--- src/core/aowte_pkg.sv ---
// Package: constants, register map and carrier types of the output timing engine
package aowte_pkg;
	// ----------------------------------------
	// Register map (byte addresses)
	// ----------------------------------------
	localparam logic [7:0] ADDR_CTRL = 8'h00;
	localparam logic [7:0] ADDR_ROUTE = 8'h04;
	localparam logic [7:0] ADDR_DIVISOR = 8'h08;
	localparam logic [7:0] ADDR_DELAY = 8'h0c;
	localparam logic [7:0] ADDR_COUNT = 8'h10;
	localparam logic [7:0] ADDR_STATUS = 8'h14;
	localparam logic [7:0] ADDR_PRODUCED = 8'h18;
	localparam int CTRL_START_BIT = 0;
	localparam int CTRL_STOP_BIT = 1;
	localparam int STAT_UNDERFLOW_BIT = 4;
	localparam int CNT_W = 24;
	localparam logic [CNT_W-1:0] DELAY_RESET = 24'h000002;
	localparam logic [CNT_W-1:0] DIVISOR_RESET = 24'h000002;
	localparam logic [CNT_W-1:0] COUNT_RESET = 24'h000000;
	localparam int SEL_W = 5;
	localparam int SYNC_N = 8;
	localparam int SYNC_ROOT_LINE = 7;
	// ----------------------------------------
	// Source limits, checked by the external party
	// ----------------------------------------
	localparam int TB_EXT_MAX_HZ = 20000000;
	localparam int TB_EXT_MIN_PHASE_NS = 10;
	localparam int ROOT_EXT_MAX_HZ = 20000000;
	localparam int ROOT_EXT_MIN_PHASE_NS = 23;
	// ----------------------------------------
	// Modes and states
	// ----------------------------------------
	localparam logic [1:0] TRIG_SW = 2'h0;
	localparam logic [1:0] TRIG_DIG = 2'h1;
	localparam logic [1:0] TRIG_ANA = 2'h2;
	localparam logic [1:0] HOLD_OFF = 2'h0;
	localparam logic [1:0] HOLD_DIG = 2'h1;
	localparam logic [1:0] HOLD_ANA = 2'h2;
	typedef enum logic [3:0] {
		AOWTE_IDLE = 4'h1,
		AOWTE_ARMED = 4'h2,
		AOWTE_DELAY = 4'h4,
		AOWTE_RUN = 4'h8
	} aowte_state_t;
	typedef struct packed {
		logic strobe_ext;
		logic [1:0] hold_mode;
		logic [1:0] trig_mode;
		logic hold_low;
		logic trig_fall;
		logic tb_fall;
		logic root_ext;
		logic noregen;
		logic finite;
		logic upd_fall;
		logic strobe_oe;
		logic trig_oe;
		logic stop;
		logic start;
	} aowte_ctrl_t;
	localparam aowte_ctrl_t CTRL_RESET = 16'h0000;
	typedef struct packed {
		logic [SEL_W-1:0] hold_src;
		logic [SEL_W-1:0] trig_src;
		logic [SEL_W-1:0] strobe_src;
		logic [SEL_W-1:0] tb_src;
	} aowte_route_t;
	localparam aowte_route_t ROUTE_RESET = 20'h00000;
endpackage : aowte_pkg

--- src/core/aowte_engine.sv ---
// Module: output waveform timing engine with register port
`timescale 1ns/1ps
module aowte_engine
	import aowte_pkg::*;
#(
	parameter int PFI_N = 10,
	parameter int DATA_W = 32
) (
	input wire logic clk_sys_i,
	input wire logic resetn_i,
	input wire logic [7:0] reg_addr_i,
	input wire logic [31:0] reg_wdata_i,
	input wire logic reg_wr_i,
	input wire logic reg_rd_i,
	output logic [31:0] reg_rdata_o,
	input wire logic [PFI_N-1:0] pfi_i,
	input wire logic [SYNC_N-1:0] sync_line_i,
	input wire logic fast_internal_timebase_i,
	input wire logic slow_internal_timebase_i,
	input wire logic analog_threshold_event_i,
	input wire logic run_trigger_pin_i,
	output logic run_trigger_pin_o,
	output logic run_trigger_pin_oe_o,
	input wire logic update_strobe_pin_i,
	output logic update_strobe_pin_o,
	output logic update_strobe_pin_oe_o,
	output logic board_root_timebase_o,
	input wire logic fifo_valid_i,
	input wire logic [DATA_W-1:0] fifo_data_i,
	output logic fifo_pop_o,
	output logic [DATA_W-1:0] dac_data_o,
	output logic dac_update_o,
	output logic underflow_o
);
	localparam int SRC_N = PFI_N + SYNC_N + 3;

	// ----------------------------------------
	// Helpers
	// ----------------------------------------
	function automatic logic pick(input logic [SRC_N-1:0] v,
		input logic [SEL_W-1:0] idx);
		pick = (int'(idx) < SRC_N) ? v[idx] : 1'b0;
	endfunction : pick

	function automatic logic edge_of(input logic cur, input logic prev,
		input logic fall);
		edge_of = fall ? (prev & ~cur) : (cur & ~prev);
	endfunction : edge_of

	// ----------------------------------------
	// Reset release
	// ----------------------------------------
	logic [1:0] rst_sync_reg;
	logic rst_n;
	always_ff @(posedge clk_sys_i or negedge resetn_i) begin
		if (!resetn_i) begin
			rst_sync_reg <= 2'h0;
		end else begin
			rst_sync_reg <= {rst_sync_reg[0], 1'b1};
		end
	end
	assign rst_n = rst_sync_reg[1];

	// ----------------------------------------
	// Registers
	// ----------------------------------------
	aowte_ctrl_t ctrl_reg;
	aowte_route_t route_reg;
	logic [CNT_W-1:0] divisor_reg;
	logic [CNT_W-1:0] delay_reg;
	logic [CNT_W-1:0] count_reg;
	logic [CNT_W-1:0] produced_reg;
	logic underflow_reg;
	logic [31:0] rdata_reg;
	aowte_state_t state_reg;
	logic wr_ctrl;
	logic start_cmd;
	logic stop_cmd;
	logic uf_clear;

	assign wr_ctrl = reg_wr_i && (reg_addr_i == ADDR_CTRL);
	assign start_cmd = wr_ctrl && reg_wdata_i[CTRL_START_BIT];
	assign stop_cmd = wr_ctrl && reg_wdata_i[CTRL_STOP_BIT];
	assign uf_clear = reg_wr_i && (reg_addr_i == ADDR_STATUS) &&
		reg_wdata_i[STAT_UNDERFLOW_BIT];

	always_ff @(posedge clk_sys_i or negedge rst_n) begin
		if (!rst_n) begin
			ctrl_reg <= CTRL_RESET;
			route_reg <= ROUTE_RESET;
			divisor_reg <= DIVISOR_RESET;
			delay_reg <= DELAY_RESET;
			count_reg <= COUNT_RESET;
		end else if (reg_wr_i) begin
			case (reg_addr_i)
				ADDR_CTRL: begin
					ctrl_reg <= aowte_ctrl_t'(reg_wdata_i[15:0]);
				end
				ADDR_ROUTE: begin
					route_reg <= aowte_route_t'(reg_wdata_i[19:0]);
				end
				ADDR_DIVISOR: begin
					divisor_reg <= reg_wdata_i[CNT_W-1:0];
				end
				ADDR_DELAY: begin
					delay_reg <= reg_wdata_i[CNT_W-1:0];
				end
				ADDR_COUNT: begin
					count_reg <= reg_wdata_i[CNT_W-1:0];
				end
				default: begin
				end
			endcase
		end
	end

	// Unmapped addresses read as zero
	always_ff @(posedge clk_sys_i or negedge rst_n) begin
		if (!rst_n) begin
			rdata_reg <= 32'h0;
		end else if (reg_rd_i) begin
			case (reg_addr_i)
				ADDR_CTRL: rdata_reg <= {16'h0, ctrl_reg};
				ADDR_ROUTE: rdata_reg <= {12'h0, route_reg};
				ADDR_DIVISOR: rdata_reg <= {8'h0, divisor_reg};
				ADDR_DELAY: rdata_reg <= {8'h0, delay_reg};
				ADDR_COUNT: rdata_reg <= {8'h0, count_reg};
				ADDR_STATUS: rdata_reg <= {27'h0, underflow_reg, state_reg};
				ADDR_PRODUCED: rdata_reg <= {8'h0, produced_reg};
				default: rdata_reg <= 32'h0;
			endcase
		end else begin
			rdata_reg <= 32'h0;
		end
	end
	assign reg_rdata_o = rdata_reg;

	// ----------------------------------------
	// Source routing
	// ----------------------------------------
	// Pin inputs are taken as synchronous; one delay stage gives edges.
	// External sources must stay below half the sampling rate to be seen.
	logic [SRC_N-1:0] src_vec;
	logic [SRC_N-1:0] src_prev_reg;
	logic tb_tick;
	logic ext_strobe;
	logic dig_trig;
	logic ana_rise;
	logic ana_prev_reg;
	logic paused;

	// Root timebase: sync line 7 when root_ext is set, else the fast internal timebase
	assign board_root_timebase_o = ctrl_reg.root_ext ?
		sync_line_i[SYNC_ROOT_LINE] : fast_internal_timebase_i;
	assign src_vec = {board_root_timebase_o, slow_internal_timebase_i,
		fast_internal_timebase_i, sync_line_i, pfi_i};

	always_ff @(posedge clk_sys_i or negedge rst_n) begin
		if (!rst_n) begin
			src_prev_reg <= '0;
			ana_prev_reg <= 1'b0;
		end else begin
			src_prev_reg <= src_vec;
			ana_prev_reg <= analog_threshold_event_i;
		end
	end

	assign tb_tick = edge_of(pick(src_vec, route_reg.tb_src),
		pick(src_prev_reg, route_reg.tb_src), ctrl_reg.tb_fall);
	assign ext_strobe = edge_of(pick(src_vec, route_reg.strobe_src),
		pick(src_prev_reg, route_reg.strobe_src), 1'b0);
	assign dig_trig = edge_of(pick(src_vec, route_reg.trig_src),
		pick(src_prev_reg, route_reg.trig_src), ctrl_reg.trig_fall);
	assign ana_rise = analog_threshold_event_i & ~ana_prev_reg;

	// Hold gate reaches a pin output only by masking the update strobe
	always_comb begin
		case (ctrl_reg.hold_mode)
			HOLD_DIG: paused = pick(src_vec, route_reg.hold_src) ^
				ctrl_reg.hold_low;
			HOLD_ANA: paused = analog_threshold_event_i;
			default: paused = 1'b0;
		endcase
	end

	// ----------------------------------------
	// Run control and divider
	// ----------------------------------------
	logic trig_hit;
	logic fire;
	logic tick_due;
	logic finished;
	logic [CNT_W-1:0] div_cnt_reg;
	logic trig_pulse_reg;

	always_comb begin
		case (ctrl_reg.trig_mode)
			TRIG_DIG: trig_hit = dig_trig;
			TRIG_ANA: trig_hit = ana_rise;
			default: trig_hit = 1'b1;
		endcase
	end

	assign tick_due = tb_tick && (div_cnt_reg <= CNT_W'(1));
	always_comb begin
		case (state_reg)
			AOWTE_DELAY: fire = tick_due;
			AOWTE_RUN: fire = ctrl_reg.strobe_ext ? ext_strobe : tick_due;
			default: fire = 1'b0;
		endcase
	end
	// Paused pulses are not counted toward a finite run
	assign finished = ctrl_reg.finite && fire && !paused &&
		(produced_reg + CNT_W'(1) >= count_reg);

	always_ff @(posedge clk_sys_i or negedge rst_n) begin
		if (!rst_n) begin
			state_reg <= AOWTE_IDLE;
		end else if (stop_cmd) begin
			state_reg <= AOWTE_IDLE;
		end else begin
			case (state_reg)
				AOWTE_IDLE: begin
					if (start_cmd) begin
						state_reg <= AOWTE_ARMED;
					end
				end
				AOWTE_ARMED: begin
					if (trig_hit) begin
						state_reg <= ctrl_reg.strobe_ext ?
							AOWTE_RUN : AOWTE_DELAY;
					end
				end
				AOWTE_DELAY: begin
					if (finished) begin
						state_reg <= AOWTE_IDLE;
					end else if (fire) begin
						state_reg <= AOWTE_RUN;
					end
				end
				AOWTE_RUN: begin
					if (finished) begin
						state_reg <= AOWTE_IDLE;
					end
				end
				default: state_reg <= AOWTE_IDLE;
			endcase
		end
	end

	always_ff @(posedge clk_sys_i or negedge rst_n) begin
		if (!rst_n) begin
			div_cnt_reg <= '0;
		end else if (state_reg == AOWTE_ARMED) begin
			div_cnt_reg <= delay_reg;
		end else if (fire) begin
			div_cnt_reg <= divisor_reg;
		end else if (tb_tick && div_cnt_reg != '0) begin
			div_cnt_reg <= div_cnt_reg - CNT_W'(1);
		end
	end

	always_ff @(posedge clk_sys_i or negedge rst_n) begin
		if (!rst_n) begin
			trig_pulse_reg <= 1'b0;
		end else begin
			trig_pulse_reg <= (state_reg == AOWTE_ARMED) && trig_hit
				&& !stop_cmd;
		end
	end
	assign run_trigger_pin_o = trig_pulse_reg;
	assign run_trigger_pin_oe_o = ctrl_reg.trig_oe;

	// ----------------------------------------
	// Strobe, hold gate and converter update
	// ----------------------------------------
	// The gate is looked at only when a new sample starts, so a
	// falling-edge update already launched still completes.
	logic strobe_reg;
	logic strobe_prev_reg;
	logic upd_evt;
	logic dac_update_reg;
	logic [DATA_W-1:0] dac_data_reg;

	always_ff @(posedge clk_sys_i or negedge rst_n) begin
		if (!rst_n) begin
			strobe_reg <= 1'b0;
			strobe_prev_reg <= 1'b0;
		end else begin
			strobe_reg <= fire && !paused && !stop_cmd;
			strobe_prev_reg <= strobe_reg;
		end
	end
	assign update_strobe_pin_o = strobe_reg;
	assign update_strobe_pin_oe_o = ctrl_reg.strobe_oe;

	assign upd_evt = edge_of(strobe_reg, strobe_prev_reg,
		ctrl_reg.upd_fall);
	assign fifo_pop_o = upd_evt && fifo_valid_i;

	always_ff @(posedge clk_sys_i or negedge rst_n) begin
		if (!rst_n) begin
			dac_update_reg <= 1'b0;
			dac_data_reg <= '0;
		end else begin
			dac_update_reg <= fifo_pop_o;
			if (fifo_pop_o) begin
				dac_data_reg <= fifo_data_i;
			end
		end
	end
	assign dac_update_o = dac_update_reg;
	assign dac_data_o = dac_data_reg;

	always_ff @(posedge clk_sys_i or negedge rst_n) begin
		if (!rst_n) begin
			produced_reg <= '0;
		end else if (start_cmd && state_reg == AOWTE_IDLE) begin
			produced_reg <= '0;
		end else if (fire && !paused) begin
			produced_reg <= produced_reg + CNT_W'(1);
		end
	end

	// Set wins over a same-cycle clear
	always_ff @(posedge clk_sys_i or negedge rst_n) begin
		if (!rst_n) begin
			underflow_reg <= 1'b0;
		end else if (upd_evt && !fifo_valid_i && ctrl_reg.noregen &&
			!ctrl_reg.finite) begin
			underflow_reg <= 1'b1;
		end else if (uf_clear) begin
			underflow_reg <= 1'b0;
		end
	end
	assign underflow_o = underflow_reg;
endmodule : aowte_engine

--- config.mk ---
export PLATFORM = sky130hd
export DESIGN_NAME = aowte_engine
export DESIGN_NICKNAME = d
export VERILOG_FILES = /design/src/core/aowte_pkg.sv /design/src/core/aowte_engine.sv
export SDC_FILE = /design/constraint.sdc
export NUM_CORES = 1
export LEC_CHECK = 0
export BUFFER_PORTS_ARGS = -buffer_cell sky130_fd_sc_hd__buf_2
export CAP_MARGIN = 5
export CORE_UTILIZATION = 59
export DETAILED_ROUTE_END_ITERATION = 16
export PLACE_DENSITY = 0.91
export SLEW_MARGIN = 15
export SYNTH_ARGS = -nofsm -noshare
export SYNTH_HDL_FRONTEND = slang
export SYNTH_SLANG_ARGS = --single-unit
--- constraint.sdc ---
create_clock -name clk_sys_i -period 9.5 [get_ports clk_sys_i]
set_input_delay 0.95 -clock clk_sys_i [delete_from_list [all_inputs] [get_ports clk_sys_i]]
set_output_delay 0.95 -clock clk_sys_i [all_outputs]
set_load 0.02 [all_outputs]
# [Yosys cells after proc, flatten, opt, wreduce, memory -nomap -nowiden]
# Index checks and enable logic that the tools add are counted.
[totals] word_cells=161 reg_bits=253 inputBits=100
[op_classes] eq_ne=18 mux=46 n_reduce_logical=34 bitwise_logic=17 magnitude_cmp=10 addsub=2
[op_table] operator="case mux 24 bit (7 select lines)" n=1
[op_table] operator="2-to-1 mux 24 bit" n=5
[op_table] operator="binary-select mux 1 bit (select 5 bit)" n=7
[op_table] operator="2-to-1 mux 32 bit" n=1
[op_table] operator="2-to-1 mux 4 bit" n=7
[op_table] operator="adder 24 x 1 -> 24 bit, second input constant" n=1
[op_table] operator="== test 8 x 5 -> 1 bit, second input constant" n=3
[op_table] operator=">= comparator 24 bit" n=1
[op_table] operator="less-or-equal comparator 24 x 1 -> 1 bit, second input constant" n=1
[op_table] operator="less-than comparator 5 x 6 -> 1 bit, second input constant" n=4
[op_table] operator="nonzero test 24 bit" n=1
[op_table] operator="subtractor 24 x 1 -> 24 bit, second input constant" n=1
[op_table] operator="2-to-1 mux 1 bit" n=21
[op_table] operator="less-than comparator 5 bit, second input constant" n=4
[op_table] operator="logical AND 1 bit" n=19
[op_table] operator="== test 8 x 4 -> 1 bit, second input constant" n=2
[op_table] operator="case mux 4 bit (4 select lines)" n=1
[op_table] operator="AND reduction 2 bit" n=5
[op_table] operator="inequality test 3 bit, second input constant" n=3
[op_table] operator="bitwise AND 1 bit" n=8
[op_table] operator="== test 8 x 3 -> 1 bit, second input constant" n=1
[op_table] operator="logical NOT 8 bit" n=1
[op_table] operator="NOT 1 bit" n=8
[op_table] operator="case mux 1 bit (2 select lines)" n=3
[op_table] operator="other kinds (12)" n=18

# [Longest topological paths before layout]
[logic_depth] depth_word=16 depth_mapped=18 ltp_nobuf=17

# [Worst setup path after synthesis]
# No wires, ideal clock.
[synth_path] path_kind="register to register" from="reg produced_reg[0]" to="reg state_reg[0]" setup_ns=0.094 synth_period_minus_slack_ns=3.525 path_slack_ns=5.975 stages_incl_launch_ff=19 t_arrival_ns=3.431 path_cell_list="dfrtp_1 ha_1 nand3_1 or3_1 clkbuf_1 nor2_1 nand3_1 nor2_1 and3_1 nand2b_1 nand2_1 ha_1 a21o_1 a21o_1 a2111oi_0 a21boi_0 o41ai_1 a22oi_1 o31ai_1"
[synth_between] elab_chain_cells=6
[synth_lines] item="start: declaration" line_no="aowte_engine.sv:72" source="logic [CNT_W-1:0] produced_reg;"
[synth_lines] item="start signal: assignment" line_no="aowte_engine.sv:321" source="produced_reg <= produced_reg + CNT_W'(1);"
[synth_lines] item="adder 24 x 1 -> 24 bit (*)" line_no="aowte_engine.sv:214" source="(produced_reg + CNT_W'(1) >= count_reg);"
[synth_lines] item=">= comparator 24 bit (*)" line_no="aowte_engine.sv:214"
[synth_lines] item="logical AND 1 bit (*)" line_no="aowte_engine.sv:213" source="assign finished = ctrl_reg.finite && fire && !paused &&"
[synth_lines] item="2-to-1 mux 4 bit" line_no="aowte_engine.sv:235" source="if (finished) begin"
[synth_lines] item="case mux 4 bit (4 select lines)" line_no="aowte_engine.sv:222" source="case (state_reg)"
[synth_lines] item="2-to-1 mux 4 bit" line_no="aowte_engine.sv:219" source="end else if (stop_cmd) begin"
[synth_lines] item="end signal: assignment" line_no="aowte_engine.sv:230" source="state_reg <= ctrl_reg.strobe_ext ?"
[synth_lines] item="end: declaration" line_no="aowte_engine.sv:75" source="aowte_state_t state_reg;"
# Every way passes the cells marked *; elsewhere a longest branch is shown, timed or not.
# A chain may end at the register's enable or synchronous reset.

# [Final worst setup path]
[layout_path] from="reg route_reg[0] in the netlist's numbering" to="reg produced_reg[8]"
[layout_between] elab_chain_cells=11
[layout_lines] item="start: declaration" line_no="aowte_engine.sv:68" source="aowte_route_t route_reg;"
[layout_lines] item="start signal: assignment" line_no="aowte_engine.sv:100" source="route_reg <= aowte_route_t'(reg_wdata_i[19:0]);"
[layout_lines] item="binary-select mux 1 bit (select 5 bit)" line_no="aowte_engine.sv:42" source="pick = (int'(idx) < SRC_N) ? v[idx] : 1'b0;"
[layout_lines] item="2-to-1 mux 1 bit (not written as such)" line_no="aowte_engine.sv:42"
[layout_lines] item="2-to-1 mux 1 bit" line_no="aowte_engine.sv:42"
[layout_lines] item="NOT 1 bit" line_no="aowte_engine.sv:47" source="edge_of = fall ? (prev & ~cur) : (cur & ~prev);"
[layout_lines] item="bitwise AND 1 bit" line_no="aowte_engine.sv:47"
[layout_lines] item="2-to-1 mux 1 bit (*)" line_no="aowte_engine.sv:47"
[layout_lines] item="logical AND 1 bit (*)" line_no="aowte_engine.sv:204" source="assign tick_due = tb_tick && (div_cnt_reg <= CNT_W'(1));"
[layout_lines] item="2-to-1 mux 1 bit" line_no="aowte_engine.sv:208" source="AOWTE_RUN: fire = ctrl_reg.strobe_ext ? ext_strobe : tick_due;"
[layout_lines] item="case mux 1 bit (2 select lines) (*)" line_no="aowte_engine.sv:206" source="case (state_reg)"
[layout_lines] item="logical AND 1 bit (*)" line_no="aowte_engine.sv:320" source="end else if (fire && !paused) begin"
[layout_lines] item="nonzero test 2 bit (no source line) (*)"
# Every way passes the cells marked *; elsewhere a longest branch is shown, timed or not. The select of a mux whose other input is x is not followed.

==> run_results.csv <==
group,metric,value,unit
floorplan,die_w,151,um
setup_path,crit_family,"compound AO/OA/AOI/OAI gates",
global_route,grt_pass1_wl,60.3,mm
placed_design,io_buffer_count,153,
setup_path,path_cells,"mux4_2, a21o_1, o32ai_1, a311oi_2, a211oi_2, o22a_2, nand2b_1, and2_1, a221o_1",
yosys,ys_ff_latch,245,
global_route,grt_use_met2,55.7,%
sta,finalSetupViolations,0,
sta,whs,0.203,ns
floorplan,start_util,60.1,%
layout,final_nets,1516,
sta,rsz0062_at_grt,"false",
layout,fillers,1425,
cts,cts_buffers,26,
floorplan,core,21800,um2
outcome,status,"completed",
global_route,grt_util_met1,43.4,%
pwr,p_clk_share,44.5,%
setup_path,arrival,5.21,ns
pwr,p_switching,0.651,mW
global_route,use_met3,9.22,%
cts,cts_root_buf,"clkbuf_16",
sta,finalClockSkew,0.0209,ns
floorplan,dieArea,22800,um2
yosys,syn_area,13100,um2
setup_path,cp_slowest_cell,"dfrtp_1",
pwr,vdd_ir_drop_max,137,uV
pwr,power_frac_comb,10.6,%
sta,slew_violations,0,
global_route,grt_pass1_vias,11187,
sta,fin_ws,4.69,ns
setup_path,worst-path-buf-inv,0,
setup_path,crit_type,"reg2reg",
cts,cts_hold_buf,0,
drt,drt_pass1_iterations,6,
layout,multi_input_area,6520,um2
yosys,syn_avg_cell_area,10.4,um2
placed_design,dp_hpwl,25.9,mm
cts,cts_setup_buffers,0,
global_route,grt_max_degree,192,
floorplan,io_pins,172,
flow_run,cap_violations,0,
drt,viasPerCell,6.71,
cts,post_cts_resized,0,
global_route,antenna_found_initial,1,
drt,antenna_left,0,
sta,period_share,50.6,%
placed_design,placedCellCount,1634,
drt,wire_per_inst,23.3,um
layout,largest_reg_flops,32,
placed_design,place_ws,4.79,ns
layout,fin_util,69.0,%
sta,min_period,4.81,ns
cts,cts_tree,"done",
pwr,seqPwrFrac,45.0,%
pwr,leakage,7.27,nW
drt,routed_wl,39.2,mm
pwr,p_int,1.92,mW
setup_path,max_stage_delay,1.06,ns
cts,path_clk_slew,0.07,ns
drt,drtIter0Drc,1431,
setup_path,critPathCaptureType,"flop",
sta,timing.final.hold_violations,0,
sta,tightest_slew,1.10,ns
setup_path,crit_path_start_kind,"flop",
sta,slew_headroom,26.6,%
yosys,syn_inst,1259,
worst_hold_path,hold_path_class,"in2async",
cts,cts_sinks,245,
global_route,gr-total-overflow,0,
sta,timing.fmax,208,MHz
global_route,busiest_layer,"met2",
yosys,synth_ff_type,"dfrtp_1",
yosys,synthDistinctLibCells,79,
setup_path,critPathMaxFanout,27,
layout,syn2layout_area_growth,14.8,%
floorplan,die_h,151,um
layout,finalNonFillerCells,1685,
cts,clock_path_buffers,3,
yosys,synth-warning-count,0,
floorplan,rows,54,
yosys,seq_area_frac_synth,46.8,%
sta,setup-tns-final,0,ns
layout,drive_above_1_share,27.5,%
cts,clk_latency,0.54,ns
yosys,synth_edf_count,0,
global_route,grtUsageTotal,34.8,%
placed_design,gp_congestion,0.957,
layout,regArea,6140,um2
drt,vias,11314,
pwr,power.density,171,nW/um2
yosys,synthArstFlopShare,100,%
pwr,p_sw_share,25.3,%
setup_path,required,9.90,ns
cts,htreeDepth,1,
drt,drc_errors,0,
-- metal layers --
metal | share of wire (%) | vias to the layer above
met5 | 0 | -
li1 | - | 4774
met3 | 12 | 182
met1 | 36 | 5480
met4 | 5.2 | 0
met2 | 47 | 878
-- per-stage QoR --
stage	area, um2	total power, mW
2_1_floorplan	13100	1.33
3_3_place_gp	14000	1.42
3_5_place_dp	14000	1.43
4_1_cts	15000	2.56
5_1_grt	15100	2.64
6_report	15100	2.57
-- synth_stat cells (6+ instances only) --
| library cell | instances | area, um2 |
|---|---|---|
| nor3_1 | 21 | 105 |
| a31oi_1 | 10 | 62.6 |
| mux2i_1 | 19 | 190 |
| a21oi_1 | 40 | 200 |
| inv_1 | 44 | 165 |
| buf_2 | 16 | 80.1 |
| a222oi_1 | 15 | 150 |
| a21o_1 | 34 | 255 |
| and3_1 | 23 | 144 |
| nand4_1 | 6 | 37.5 |
| clkbuf_1 | 46 | 173 |
| mux2_2 | 130 | 1460 |
| nor4_1 | 7 | 43.8 |
| nand2b_1 | 15 | 93.8 |
| xor2_1 | 12 | 105 |
| buf_4 | 8 | 60.1 |
| nand2_1 | 210 | 788 |
| nand3_1 | 26 | 130 |
| ha_1 | 31 | 388 |
| nor4b_1 | 8 | 70.1 |
| nor2_1 | 48 | 180 |
| mux4_2 | 21 | 473 |
| o21ai_0 | 61 | 305 |
| or3_1 | 17 | 106 |
| nor2b_1 | 6 | 37.5 |
| dfrtp_1 | 242 | 6060 |
| a22oi_1 | 15 | 113 |
| and2_1 | 8 | 50.1 |
| xnor2_1 | 15 | 131 |
-- placed cells by master (no fill, tap or decap), drive strengths merged, types with 31 or more instances in the layout --
cell type  count
mux2         131
buf          168
dfrtp        242
nor2          48
clkbuf        37
ha            31
o21ai         62
inv           44
a21oi         41
nand2        210
a21o          34
-- power groups by stage --
stage          clock (mW)  combinational [mW]  sequential [mW]
2_1_floorplan           0               0.170             1.16
3_3_place_gp            0               0.249             1.17
3_5_place_dp            0               0.262             1.17
4_1_cts              1.14               0.265             1.15
5_1_grt              1.18               0.293             1.16
6_report             1.14               0.272             1.16
-- final timing paths --
path | from | to | slack (ns) | cells past startpoint
setup / recovery | route_reg[0] | produced_reg[8] | 4.69 | 9
hold / removal | resetn_i | rst_sync_reg[0] | 0.20 | 1
setup reg to reg | route_reg[0] | produced_reg[8] | 4.69 | 9
hold reg to reg | rst_sync_reg[0] | rst_sync_reg[1] | 0.36 | 0
max in group asynchronous | rst_sync_reg[1] | produced_reg[11] | 7.61 | 1
min in group clk_sys_i | rst_sync_reg[0] | rst_sync_reg[1] | 0.36 | 0
-- cells by family after synthesis --
| kind of cell | synth area share (%) |
|---|---|
| other | 0.0572 |
| and+or+nand+nor | 15.7 |
| muxes | 16.3 |
| DFF | 46.8 |
| adders and majority gates | 2.96 |
| buffers and inverters | 4.02 |
| AOI/OAI and AO/OA | 12.3 |
| xor gates and xnor gates | 1.80 |
-- area by class of cell --
class / instances / share of cell area [%]
inverters: 44 / 1.10
multi-input cells: 900 / 43.3
repair buffers: 168 / 6.07
flip-flops and latches: 245 / 40.8
diodes: 1 / 0.0166
clock buffers: 37 / 5.27
clock inverters: 10 / 1.18
well taps: 280 / 2.33
Power figures use the tool's default switching activity.
